### config.mk
export PLATFORM = sky130hd
export DESIGN_NAME = fdhp_port
export DESIGN_NICKNAME = d
export VERILOG_FILES = /design/src/logic/fdhp_port.v /design/src/logic/fdhp_sync.v /design/src/logic/fdhp_irq.v
export VERILOG_INCLUDE_DIRS = /design/src /design/src/logic
export SDC_FILE = /design/constraint.sdc
export NUM_CORES = 1
export LEC_CHECK = 0
export ABC_AREA = 0
export ABC_CLOCK_PERIOD_IN_PS = 2450
export BUFFER_PORTS_ARGS = -buffer_cell sky130_fd_sc_hd__buf_2
export CAP_MARGIN = 10
export CORE_ASPECT_RATIO = 0.7
export CORE_MARGIN = 2
export CORE_UTILIZATION = 51
export DETAILED_ROUTE_END_ITERATION = 6
export GPL_TIMING_DRIVEN = 0
export PLACE_DENSITY = 0.8
export SLEW_MARGIN = 5
export SYNTH_ARGS = -nofsm -noshare
export SYNTH_HDL_FRONTEND = slang
export SYNTH_HIERARCHICAL = 1
export SYNTH_SLANG_ARGS = --single-unit
### constraint.sdc
create_clock -name clk -period 2.45 [get_ports clk]
set_input_delay 0.1225 -clock clk [delete_from_list [all_inputs] [get_ports clk]]
set_output_delay 0.1225 -clock clk [all_outputs]
set_load 0.03 [all_outputs]
### src/logic/fdhp_regs.vh
`ifndef FDHP_REGS_VH
`define FDHP_REGS_VH
// ----------------------------------------
// Address, straps and timing constants.
// ----------------------------------------
`define FDHP_AW            13
`define FDHP_DW            16
`define FDHP_POS_W         2
`define FDHP_LOAD_NS       2000
`define FDHP_CLK_NS        10
`define FDHP_IRQ_PULSE     4'h4
`define FDHP_SRC_READY     2'h0
`define FDHP_SRC_PROT      2'h1
`define FDHP_SRC_DMA_LAST  2'h2
`define FDHP_SRC_ECC_ERR   2'h3
`define FDHP_HI_MSB        15
`define FDHP_HI_LSB        8
`define FDHP_LO_MSB        7
`endif

### src/logic/fdhp_port.v
// Functional notes
// - Standard mode decodes 13 address bits, strobes.
// - Address bit zero doubles as deep sleep request.
// - Width strap low means 8-bit, high 16-bit.
// - Ready-wait held low after reset until ready.
// - Active-low transfer request paces DMA.
// - Key-guard low refuses key-based partition opening.
// - Clock used only for burst flash reads.
// - Multiplexed mode: shared bus, strobe on strap.
// - Falling edge on upper strap enters multiplexed.
// - Standard mode position from straps, 00 first.
// - Multiplexed mode forces upper position bit zero.
// - Dual-die variant cannot cascade in multiplexed mode.
// - Software selects interrupt event source.
// - Interrupt output is edge or level.
// - Device acts on strobe transitions.
// - 8-bit mode routes odd/even bytes low.
// - Ready-wait released when boot loading completes.
`include "fdhp_regs.vh"
`default_nettype none
module fdhp_port #(
   parameter AW       = `FDHP_AW,
   parameter DW       = `FDHP_DW,
   parameter LOAD_NS  = `FDHP_LOAD_NS,
   parameter DUAL_DIE = 0
) (
   // Clock and reset
   input  wire          clk,
   input  wire          rst,
   input  wire          power_on_reset_n,
   // Host bus pins
   input  wire [AW-1:0] addr_pins,
   input  wire [DW-1:0] data_in,
   output reg  [DW-1:0] data_out,
   output reg           data_oe_n,
   input  wire          chip_select_n,
   input  wire          read_strobe_n,
   input  wire          write_strobe_n,
   input  wire          burst_clk,
   // Straps
   input  wire          bus_width_16,
   input  wire [1:0]    cascade_position_straps,
   input  wire          key_guard,
   // Status pins
   output reg           ready_wait_n,
   output reg           transfer_request_n,
   output reg           irq_n,
   // Core side
   input  wire          load_done,
   input  wire          dma_req,
   input  wire [DW-1:0] core_rdata,
   input  wire [1:0]    irq_source_sel,
   input  wire          irq_level_mode,
   input  wire          irq_ack,
   input  wire          ev_flash_ready,
   input  wire          ev_protection,
   input  wire          ev_dma_last,
   input  wire          ev_ecc_error,
   input  wire [1:0]    target_position,
   output reg  [AW-1:0] core_addr,
   output reg  [DW-1:0] core_wdata,
   output reg           core_rd,
   output reg           core_wr,
   output reg           burst_tick,
   output reg           deep_sleep_ctl,
   output reg           key_open_allowed,
   output reg           mux_mode,
   output reg           wide_mode
);
   // ----------------------------------------
   // Timing and state.
   // ----------------------------------------
   localparam integer LOAD_CYC_RAW = (LOAD_NS + `FDHP_CLK_NS - 1) / `FDHP_CLK_NS;
   localparam integer LOAD_CYC     = (LOAD_CYC_RAW < 1) ? 1 : LOAD_CYC_RAW;
   localparam [15:0]  LOAD_LAST    = LOAD_CYC[15:0];
   localparam [1:0] ST_RESET = 2'h0;
   localparam [1:0] ST_LOAD  = 2'h1;
   localparam [1:0] ST_READY = 2'h2;
   // Strobes and the burst clock start idle high; the power-on pin and the upper strap
   // start low, so reset is followed by neither a false release nor a false strobe edge.
   localparam [5:0] CTL_INIT = 6'h3C;

   // ----------------------------------------
   // Input synchronisers.
   // ----------------------------------------
   wire [5:0]    ctl_s;
   wire [AW-1:0] addr_s;
   wire [DW-1:0] data_s;
   wire [2:0]    sig_s;
   // One synchroniser for all strobes keeps their edges aligned with each other.
   fdhp_sync #(.W(6), .INIT(CTL_INIT)) u_ctl (
      .clk (clk),
      .rst (rst),
      .d   ({chip_select_n, read_strobe_n, write_strobe_n, burst_clk,
             cascade_position_straps[1], power_on_reset_n}),
      .q   (ctl_s)
   );
   fdhp_sync #(.W(AW)) u_addr (
      .clk (clk),
      .rst (rst),
      .d   (addr_pins),
      .q   (addr_s)
   );
   fdhp_sync #(.W(DW)) u_data (
      .clk (clk),
      .rst (rst),
      .d   (data_in),
      .q   (data_s)
   );
   fdhp_sync #(.W(3)) u_strap (
      .clk (clk),
      .rst (rst),
      .d   ({bus_width_16, cascade_position_straps[0], key_guard}),
      .q   (sig_s)
   );
   wire cs_n_s  = ctl_s[5];
   wire rd_n_s  = ctl_s[4];
   wire wr_n_s  = ctl_s[3];
   wire bclk_s  = ctl_s[2];
   wire id1_s   = ctl_s[1];
   wire por_n_s = ctl_s[0];

   // ----------------------------------------
   // Previous samples for edge detection.
   // ----------------------------------------
   reg       cs_n_q;
   reg       rd_n_q;
   reg       wr_n_q;
   reg       bclk_q;
   reg       id1_q;
   reg [1:0] st_q;
   reg [15:0] load_cnt_q;
   reg [AW-1:0] lat_addr_q;
   always @(posedge clk or posedge rst) begin
      if (rst) begin
         cs_n_q <= 1'b1;
         rd_n_q <= 1'b1;
         wr_n_q <= 1'b1;
         bclk_q <= 1'b1;
         id1_q  <= 1'b0;
      end else begin
         cs_n_q <= cs_n_s;
         rd_n_q <= rd_n_s;
         wr_n_q <= wr_n_s;
         bclk_q <= bclk_s;
         id1_q  <= id1_s;
      end
   end
   // A read, write or burst clock edge is only a bus event while chip select is low.
   wire rd_fall  = rd_n_q & ~rd_n_s & ~cs_n_s;
   wire wr_rise  = ~wr_n_q & wr_n_s & ~cs_n_s;
   wire cs_fall  = cs_n_q & ~cs_n_s;
   wire avd_fall = id1_q & ~id1_s;
   wire bclk_up  = ~bclk_q & bclk_s;

   // ----------------------------------------
   // Mode, position and reset sequencing.
   // ----------------------------------------
   // In multiplexed mode the upper strap is the address-valid strobe, not a position bit.
   wire [1:0] my_pos = mux_mode ? {1'b0, sig_s[1]} : {id1_s, sig_s[1]};
   wire       cascade_ok = ~(mux_mode && DUAL_DIE != 0) || (my_pos == 2'h0);
   wire       selected   = (my_pos == target_position) && cascade_ok;
   wire       active     = (st_q == ST_READY) && selected && ~cs_n_s;

   always @(posedge clk or posedge rst) begin
      if (rst) begin
         st_q         <= ST_RESET;
         load_cnt_q   <= 16'h0000;
         mux_mode     <= 1'b0;
         ready_wait_n <= 1'b0;
      end else if (!por_n_s) begin
         // Power-on pin low restarts loading and leaves multiplexed mode.
         st_q         <= ST_RESET;
         load_cnt_q   <= 16'h0000;
         mux_mode     <= 1'b0;
         ready_wait_n <= 1'b0;
      end else begin
         if (avd_fall) begin
            mux_mode <= 1'b1;
         end
         case (st_q)
            ST_RESET: begin
               st_q <= ST_LOAD;
            end
            ST_LOAD: begin
               if (load_cnt_q < LOAD_LAST) begin
                  load_cnt_q <= load_cnt_q + 16'h0001;
               end
               if (load_done && load_cnt_q >= LOAD_LAST) begin
                  st_q         <= ST_READY;
                  ready_wait_n <= 1'b1;
               end
            end
            ST_READY: begin
               ready_wait_n <= 1'b1;
            end
            default: begin
               st_q <= ST_RESET;
            end
         endcase
      end
   end

   // ----------------------------------------
   // Address capture and access decode.
   // ----------------------------------------
   // The shared lines carry the address while the address-valid strobe is low.
   always @(posedge clk or posedge rst) begin
      if (rst) begin
         lat_addr_q <= {AW{1'b0}};
      end else if (mux_mode && ~id1_s) begin
         lat_addr_q <= data_s[AW-1:0];
      end
   end
   wire [AW-1:0] eff_addr = mux_mode ? lat_addr_q : addr_s;

   always @(posedge clk or posedge rst) begin
      if (rst) begin
         core_addr        <= {AW{1'b0}};
         core_wdata       <= {DW{1'b0}};
         core_rd          <= 1'b0;
         core_wr          <= 1'b0;
         burst_tick       <= 1'b0;
         deep_sleep_ctl   <= 1'b0;
         key_open_allowed <= 1'b0;
         wide_mode        <= 1'b0;
         data_out         <= {DW{1'b0}};
         data_oe_n        <= 1'b1;
         transfer_request_n <= 1'b1;
      end else begin
         wide_mode        <= sig_s[2];
         key_open_allowed <= sig_s[0];
         // Address bit zero outside a selected cycle is the sleep request.
         if (cs_n_s) begin
            deep_sleep_ctl <= addr_s[0];
         end
         transfer_request_n <= ~(dma_req && st_q == ST_READY);
         core_rd    <= active && (rd_fall || (cs_fall && ~rd_n_s));
         core_wr    <= active && wr_rise;
         // Burst clock rises count only inside a selected read.
         burst_tick <= active && ~rd_n_s && bclk_up;
         if (active) begin
            core_addr <= eff_addr;
         end
         if (active && wr_rise) begin
            if (sig_s[2]) begin
               core_wdata <= data_s;
            end else if (eff_addr[0]) begin
               core_wdata <= {data_s[`FDHP_LO_MSB:0], {(DW/2){1'b0}}};
            end else begin
               core_wdata <= {{(DW/2){1'b0}}, data_s[`FDHP_LO_MSB:0]};
            end
         end
         // In 8-bit mode either byte lane leaves on the low eight data lines.
         if (active && ~rd_n_s) begin
            data_oe_n <= 1'b0;
            if (sig_s[2]) begin
               data_out <= core_rdata;
            end else if (eff_addr[0]) begin
               data_out <= {{(DW/2){1'b0}},
                            core_rdata[`FDHP_HI_MSB:`FDHP_HI_LSB]};
            end else begin
               data_out <= {{(DW/2){1'b0}}, core_rdata[`FDHP_LO_MSB:0]};
            end
         end else begin
            data_oe_n <= 1'b1;
         end
      end
   end

   // ----------------------------------------
   // Interrupt output.
   // ----------------------------------------
   // The output is registered once more so the pin comes straight from a flop.
   wire irq_raw_n;
   fdhp_irq u_irq (
      .clk            (clk),
      .rst            (rst),
      .irq_source_sel (irq_source_sel),
      .irq_level_mode (irq_level_mode),
      .irq_ack        (irq_ack),
      .ev_flash_ready (ev_flash_ready),
      .ev_protection  (ev_protection),
      .ev_dma_last    (ev_dma_last),
      .ev_ecc_error   (ev_ecc_error),
      .irq_n          (irq_raw_n)
   );
   always @(posedge clk or posedge rst) begin
      if (rst) begin
         irq_n <= 1'b1;
      end else begin
         irq_n <= irq_raw_n;
      end
   end
endmodule // fdhp_port
`default_nettype wire

### src/logic/fdhp_sync.v
`default_nettype none
// ----------------------------------------
// Three-stage input synchroniser with agreement of the last two stages.
// ----------------------------------------
module fdhp_sync #(
   parameter W = 1,
   parameter [W-1:0] INIT = {W{1'b0}}
) (
   // Clock and reset
   input  wire         clk,
   input  wire         rst,
   // Data
   input  wire [W-1:0] d,
   output reg  [W-1:0] q
);
   reg [W-1:0] s1_q;
   reg [W-1:0] s2_q;
   reg [W-1:0] s3_q;
   genvar i;
   always @(posedge clk or posedge rst) begin
      if (rst) begin
         s1_q <= INIT;
         s2_q <= INIT;
         s3_q <= INIT;
      end else begin
         s1_q <= d;
         s2_q <= s1_q;
         s3_q <= s2_q;
      end
   end
   generate
      for (i = 0; i < W; i = i + 1) begin : g_bit
         always @(posedge clk or posedge rst) begin
            if (rst) begin
               q[i] <= INIT[i];
            end else if (s2_q[i] == s3_q[i]) begin
               q[i] <= s3_q[i];
            end
         end
      end
   endgenerate
endmodule // fdhp_sync
`default_nettype wire

### src/logic/fdhp_irq.v
`include "fdhp_regs.vh"
`default_nettype none
// ----------------------------------------
// Interrupt source select and output sensitivity.
// ----------------------------------------
module fdhp_irq (
   // Clock and reset
   input  wire       clk,
   input  wire       rst,
   // Configuration
   input  wire [1:0] irq_source_sel,
   input  wire       irq_level_mode,
   input  wire       irq_ack,
   // Events
   input  wire       ev_flash_ready,
   input  wire       ev_protection,
   input  wire       ev_dma_last,
   input  wire       ev_ecc_error,
   // Output
   output reg        irq_n
);
   reg       pend_q;
   reg [3:0] pulse_q;
   reg       ev;
   always @* begin
      case (irq_source_sel)
         `FDHP_SRC_READY:    ev = ev_flash_ready;
         `FDHP_SRC_PROT:     ev = ev_protection;
         `FDHP_SRC_DMA_LAST: ev = ev_dma_last;
         default:            ev = ev_ecc_error;
      endcase
   end
   always @(posedge clk or posedge rst) begin
      if (rst) begin
         pend_q  <= 1'b0;
         pulse_q <= 4'h0;
         irq_n   <= 1'b1;
      end else begin
         // Set wins over acknowledge in the same cycle.
         if (ev) begin
            pend_q <= 1'b1;
         end else if (irq_ack) begin
            pend_q <= 1'b0;
         end
         // The event cycle itself is the first cycle of the pulse.
         if (ev) begin
            pulse_q <= `FDHP_IRQ_PULSE - 4'h1;
         end else if (pulse_q != 4'h0) begin
            pulse_q <= pulse_q - 4'h1;
         end
         if (irq_level_mode) begin
            irq_n <= ~(pend_q | ev);
         end else begin
            irq_n <= ~(ev | (pulse_q != 4'h0));
         end
      end
   end
endmodule // fdhp_irq
`default_nettype wire

==> results.toml <==
[route]
drc = 0
drtIter0Drc = 233
ant_nets = 0
dr.pass1.iters = 4
num_vias = 4945
drt-total-wl_um = 16700
wl_per_cell_um = 17.0
vias_per_cell = 5.04

[die]
rows = 39
start_util = 0.523
core_area_mm2 = 0.0163
dieHeight_um = 112
floorplan.die_area_mm2 = 0.0178
pin_count = 124
die_width_um = 159

[final_layout]
area_growth_pct = 27.2
drive_above_1_share = 0.376
fin_nets = 813
fill_cells = 1112
final_cell_mix = "dfrtp_1, buf_2, dlygate4sd3_1, mux2_2, maj3_2"
final_common_cell = "dfrtp_1"
num_antenna_cells = 0
final_cell_area_mm2 = 0.0109

[clocking]
cts-resized-gates = 0
post-cts-setup-buffers = 0
cts-root-buf = "clkbuf_16"
cts_tree = "done"
clockBufferDepth = 3
clock_sinks = 250
clock_latency_ns = 0.51
cts_max_level = 1
clkSlewWorstSetupHoldPaths_ns = 0.06
cts-buffers-inserted = 23

[synth]
syn_inst = 531
netlist_area_mm2 = 0.00856
ys_top_cells_by_area = "dfrtp_1, dfstp_2, mux2_2"
synth_edf_count = 0
synth_top_area_frac = 0.661
async_flop_share = 1.00
synth_seq_cells = 250
ys_types = 45
synth_area_per_cell_um2 = 16.1
ys.warnings.count = 6
synth_seq_area_share = 0.735
yosys.area.top_type = "dfrtp_1"
ys.flop_type = "dfrtp_1"
syn-num-nets = 602

[global_routing]
grt_pass1_wl_um = 27900
grt_usage = 0.197
grt-ovfl-total = 0
grt_antenna_before_repair = 0
grt_max_degree = 43
grt_pass1_vias = 5407

[timing]
slew-limit-headroom = 0.388
rsz0062_at_grt = "no"
hold_slack_ns = 0.0205
hold_viol = 0
tns_ns = 0
tightest_slew_ns = 0.917
max_freq_mhz = 461
period_share = 0.885
min_period_ns = 2.17
final_max_slew_viol_count = 0
finalSetupViolCount = 0
skew_ns = 0.0160

[worst_setup_path]
r2r-start = "mux_mode"
slowest_delay_ns = 0.40
reg2regPathDepth = 6
r2r_end = "data_out[0]"
end_kind = "register"
crit_arrival_ns = 2.56
start_kind = "register"
crit_chain = "buf_2 -> mux2i_1 -> nor2_2 -> buf_2 -> mux2_2 -> mux2_4"
reg2reg_slack_ns = 0.28
path_common_cell = "buf_2"
worst-path-max-fanout = 10
critical_path_required_ns = 2.84
setup.worst_path.class = "register to register"
worst_path_max_delay_cell = "dfrtp_1"

[hold_path]
min_from = "irq_source_sel[0]"
min_to = "u_irq/irq_n"
hold_class = "input port to register"
whs_path_depth = 3

[power]
power_mw = 9.12
p_leak_nw = 5.08
ir_drop_uv = 628
powerDensity_mw_per_mm2 = 838

[placement]
dp_hpwl_um = 11200
place_area_mm2 = 0.00954
globalplace.congestion = 0.775
numPortBuffers = 123

[flow_run]
drv_cap = 0

[run_status]
status = "finished, final reports clean"
==> cells by family (layout without fill, tap and decap cells) <==
family                     count (synthesis)  in the layout  synth area share
and+or+nand+nor                           76             76            0.0556
xor gates and xnor gates                   5              5           0.00512
DFF                                      250            250             0.735
AOI/OAI and AO/OA                         48             48            0.0357
muxes                                     74             74            0.0953
buffers and inverters                     37            262            0.0193
adders and majority gates                 41             41            0.0544
==> stage by stage <==
stage,worst slack [ns],utilization,cells
3_5_place_dp,0.257,0.583,883
4_1_cts,0.263,0.666,981
2_1_floorplan,0.478,-,531
3_3_place_gp,-0.00336,0.579,879
6_report,0.282,0.666,981
5_1_grt,0.163,0.666,981
==> final cells by class <==
type                    count  area [um^2]  area share
flip-flops and latches    250         6290       0.578
multi-input cells         244         2110       0.194
repair buffers            186         1290       0.118
clock buffers              34          701      0.0644
well taps                 225          282      0.0259
inverters                  24         98.8     0.00908
plain buffers              13         70.1     0.00644
clock inverters             5         51.3     0.00471
==> flip-flops by register name, summed over array words and instances, names as in the netlist, 16 cells and up <==
| signal | cells |
|---|---|
| core_wdata | 16 |
| data_out | 16 |
| load_cnt_q | 16 |
| u_data/q | 16 |
| u_data/s1_q | 16 |
| u_data/s2_q | 16 |
| u_data/s3_q | 16 |
==> repair_timing <==
action / CTS / global route
endpoints found under the hold margin: 145 / 0
hold buffers: 59 / 0
endpoints found under the setup margin: 0 / 0
==> worst max-delay path by stage <==
stage	startpoint	end	slack [ns]	cells past startpoint
6_report	mux_mode	data_out[0]	0.28	6
4_1_cts	u_strap/q[2]	data_out[2]	0.26	5
3_3_place_gp	rst	u_data/q[12]	-0.003	2
5_1_grt	u_strap/q[2]	data_out[1]	0.16	5
3_5_place_dp	u_strap/q[2]	data_out[2]	0.26	5
2_1_floorplan	mux_mode	data_out[1]	0.48	6
==> worst max-delay path: cells and delay by family, from the launching register on <==
family / cells / cell delay (ns)
muxes: 3 / 0.80
buffers and inverters: 2 / 0.55
DFF: 1 / 0.40
and+or+nand+nor: 1 / 0.29
==> cells in the mapped netlist (all sizes together) (2+ instances only) <==
cell,count
nor3,5
nor2,15
nor4,2
nor2b,12
xor2,2
a21oi,5
buf,6
xnor2,3
dfrtp,226
nor3b,2
or3,4
o21ai,29
ha,3
nand2,16
nand3,4
a22o,9
mux2i,26
inv,23
nand2b,3
mux2,47
dfstp,24
clkbuf,7
maj3,38
and2,8
==> routing by layer <==
layer	wire length [um]	global-route usage	share of wire
met2	8010	0.326	0.48
met4	366	0.0495	0.022
met5	0	0	0
met1	7400	0.270	0.44
met3	889	0.0432	0.053
==> where the power goes <==
group	internal (mW)	switching (mW)	total, mW
sequential	4.48	0.220	4.70
clock	2.08	1.45	3.54
combinational	0.438	0.444	0.881
total	7.00	2.12	9.12
No activity file was read; power rests on OpenSTA's default activity.
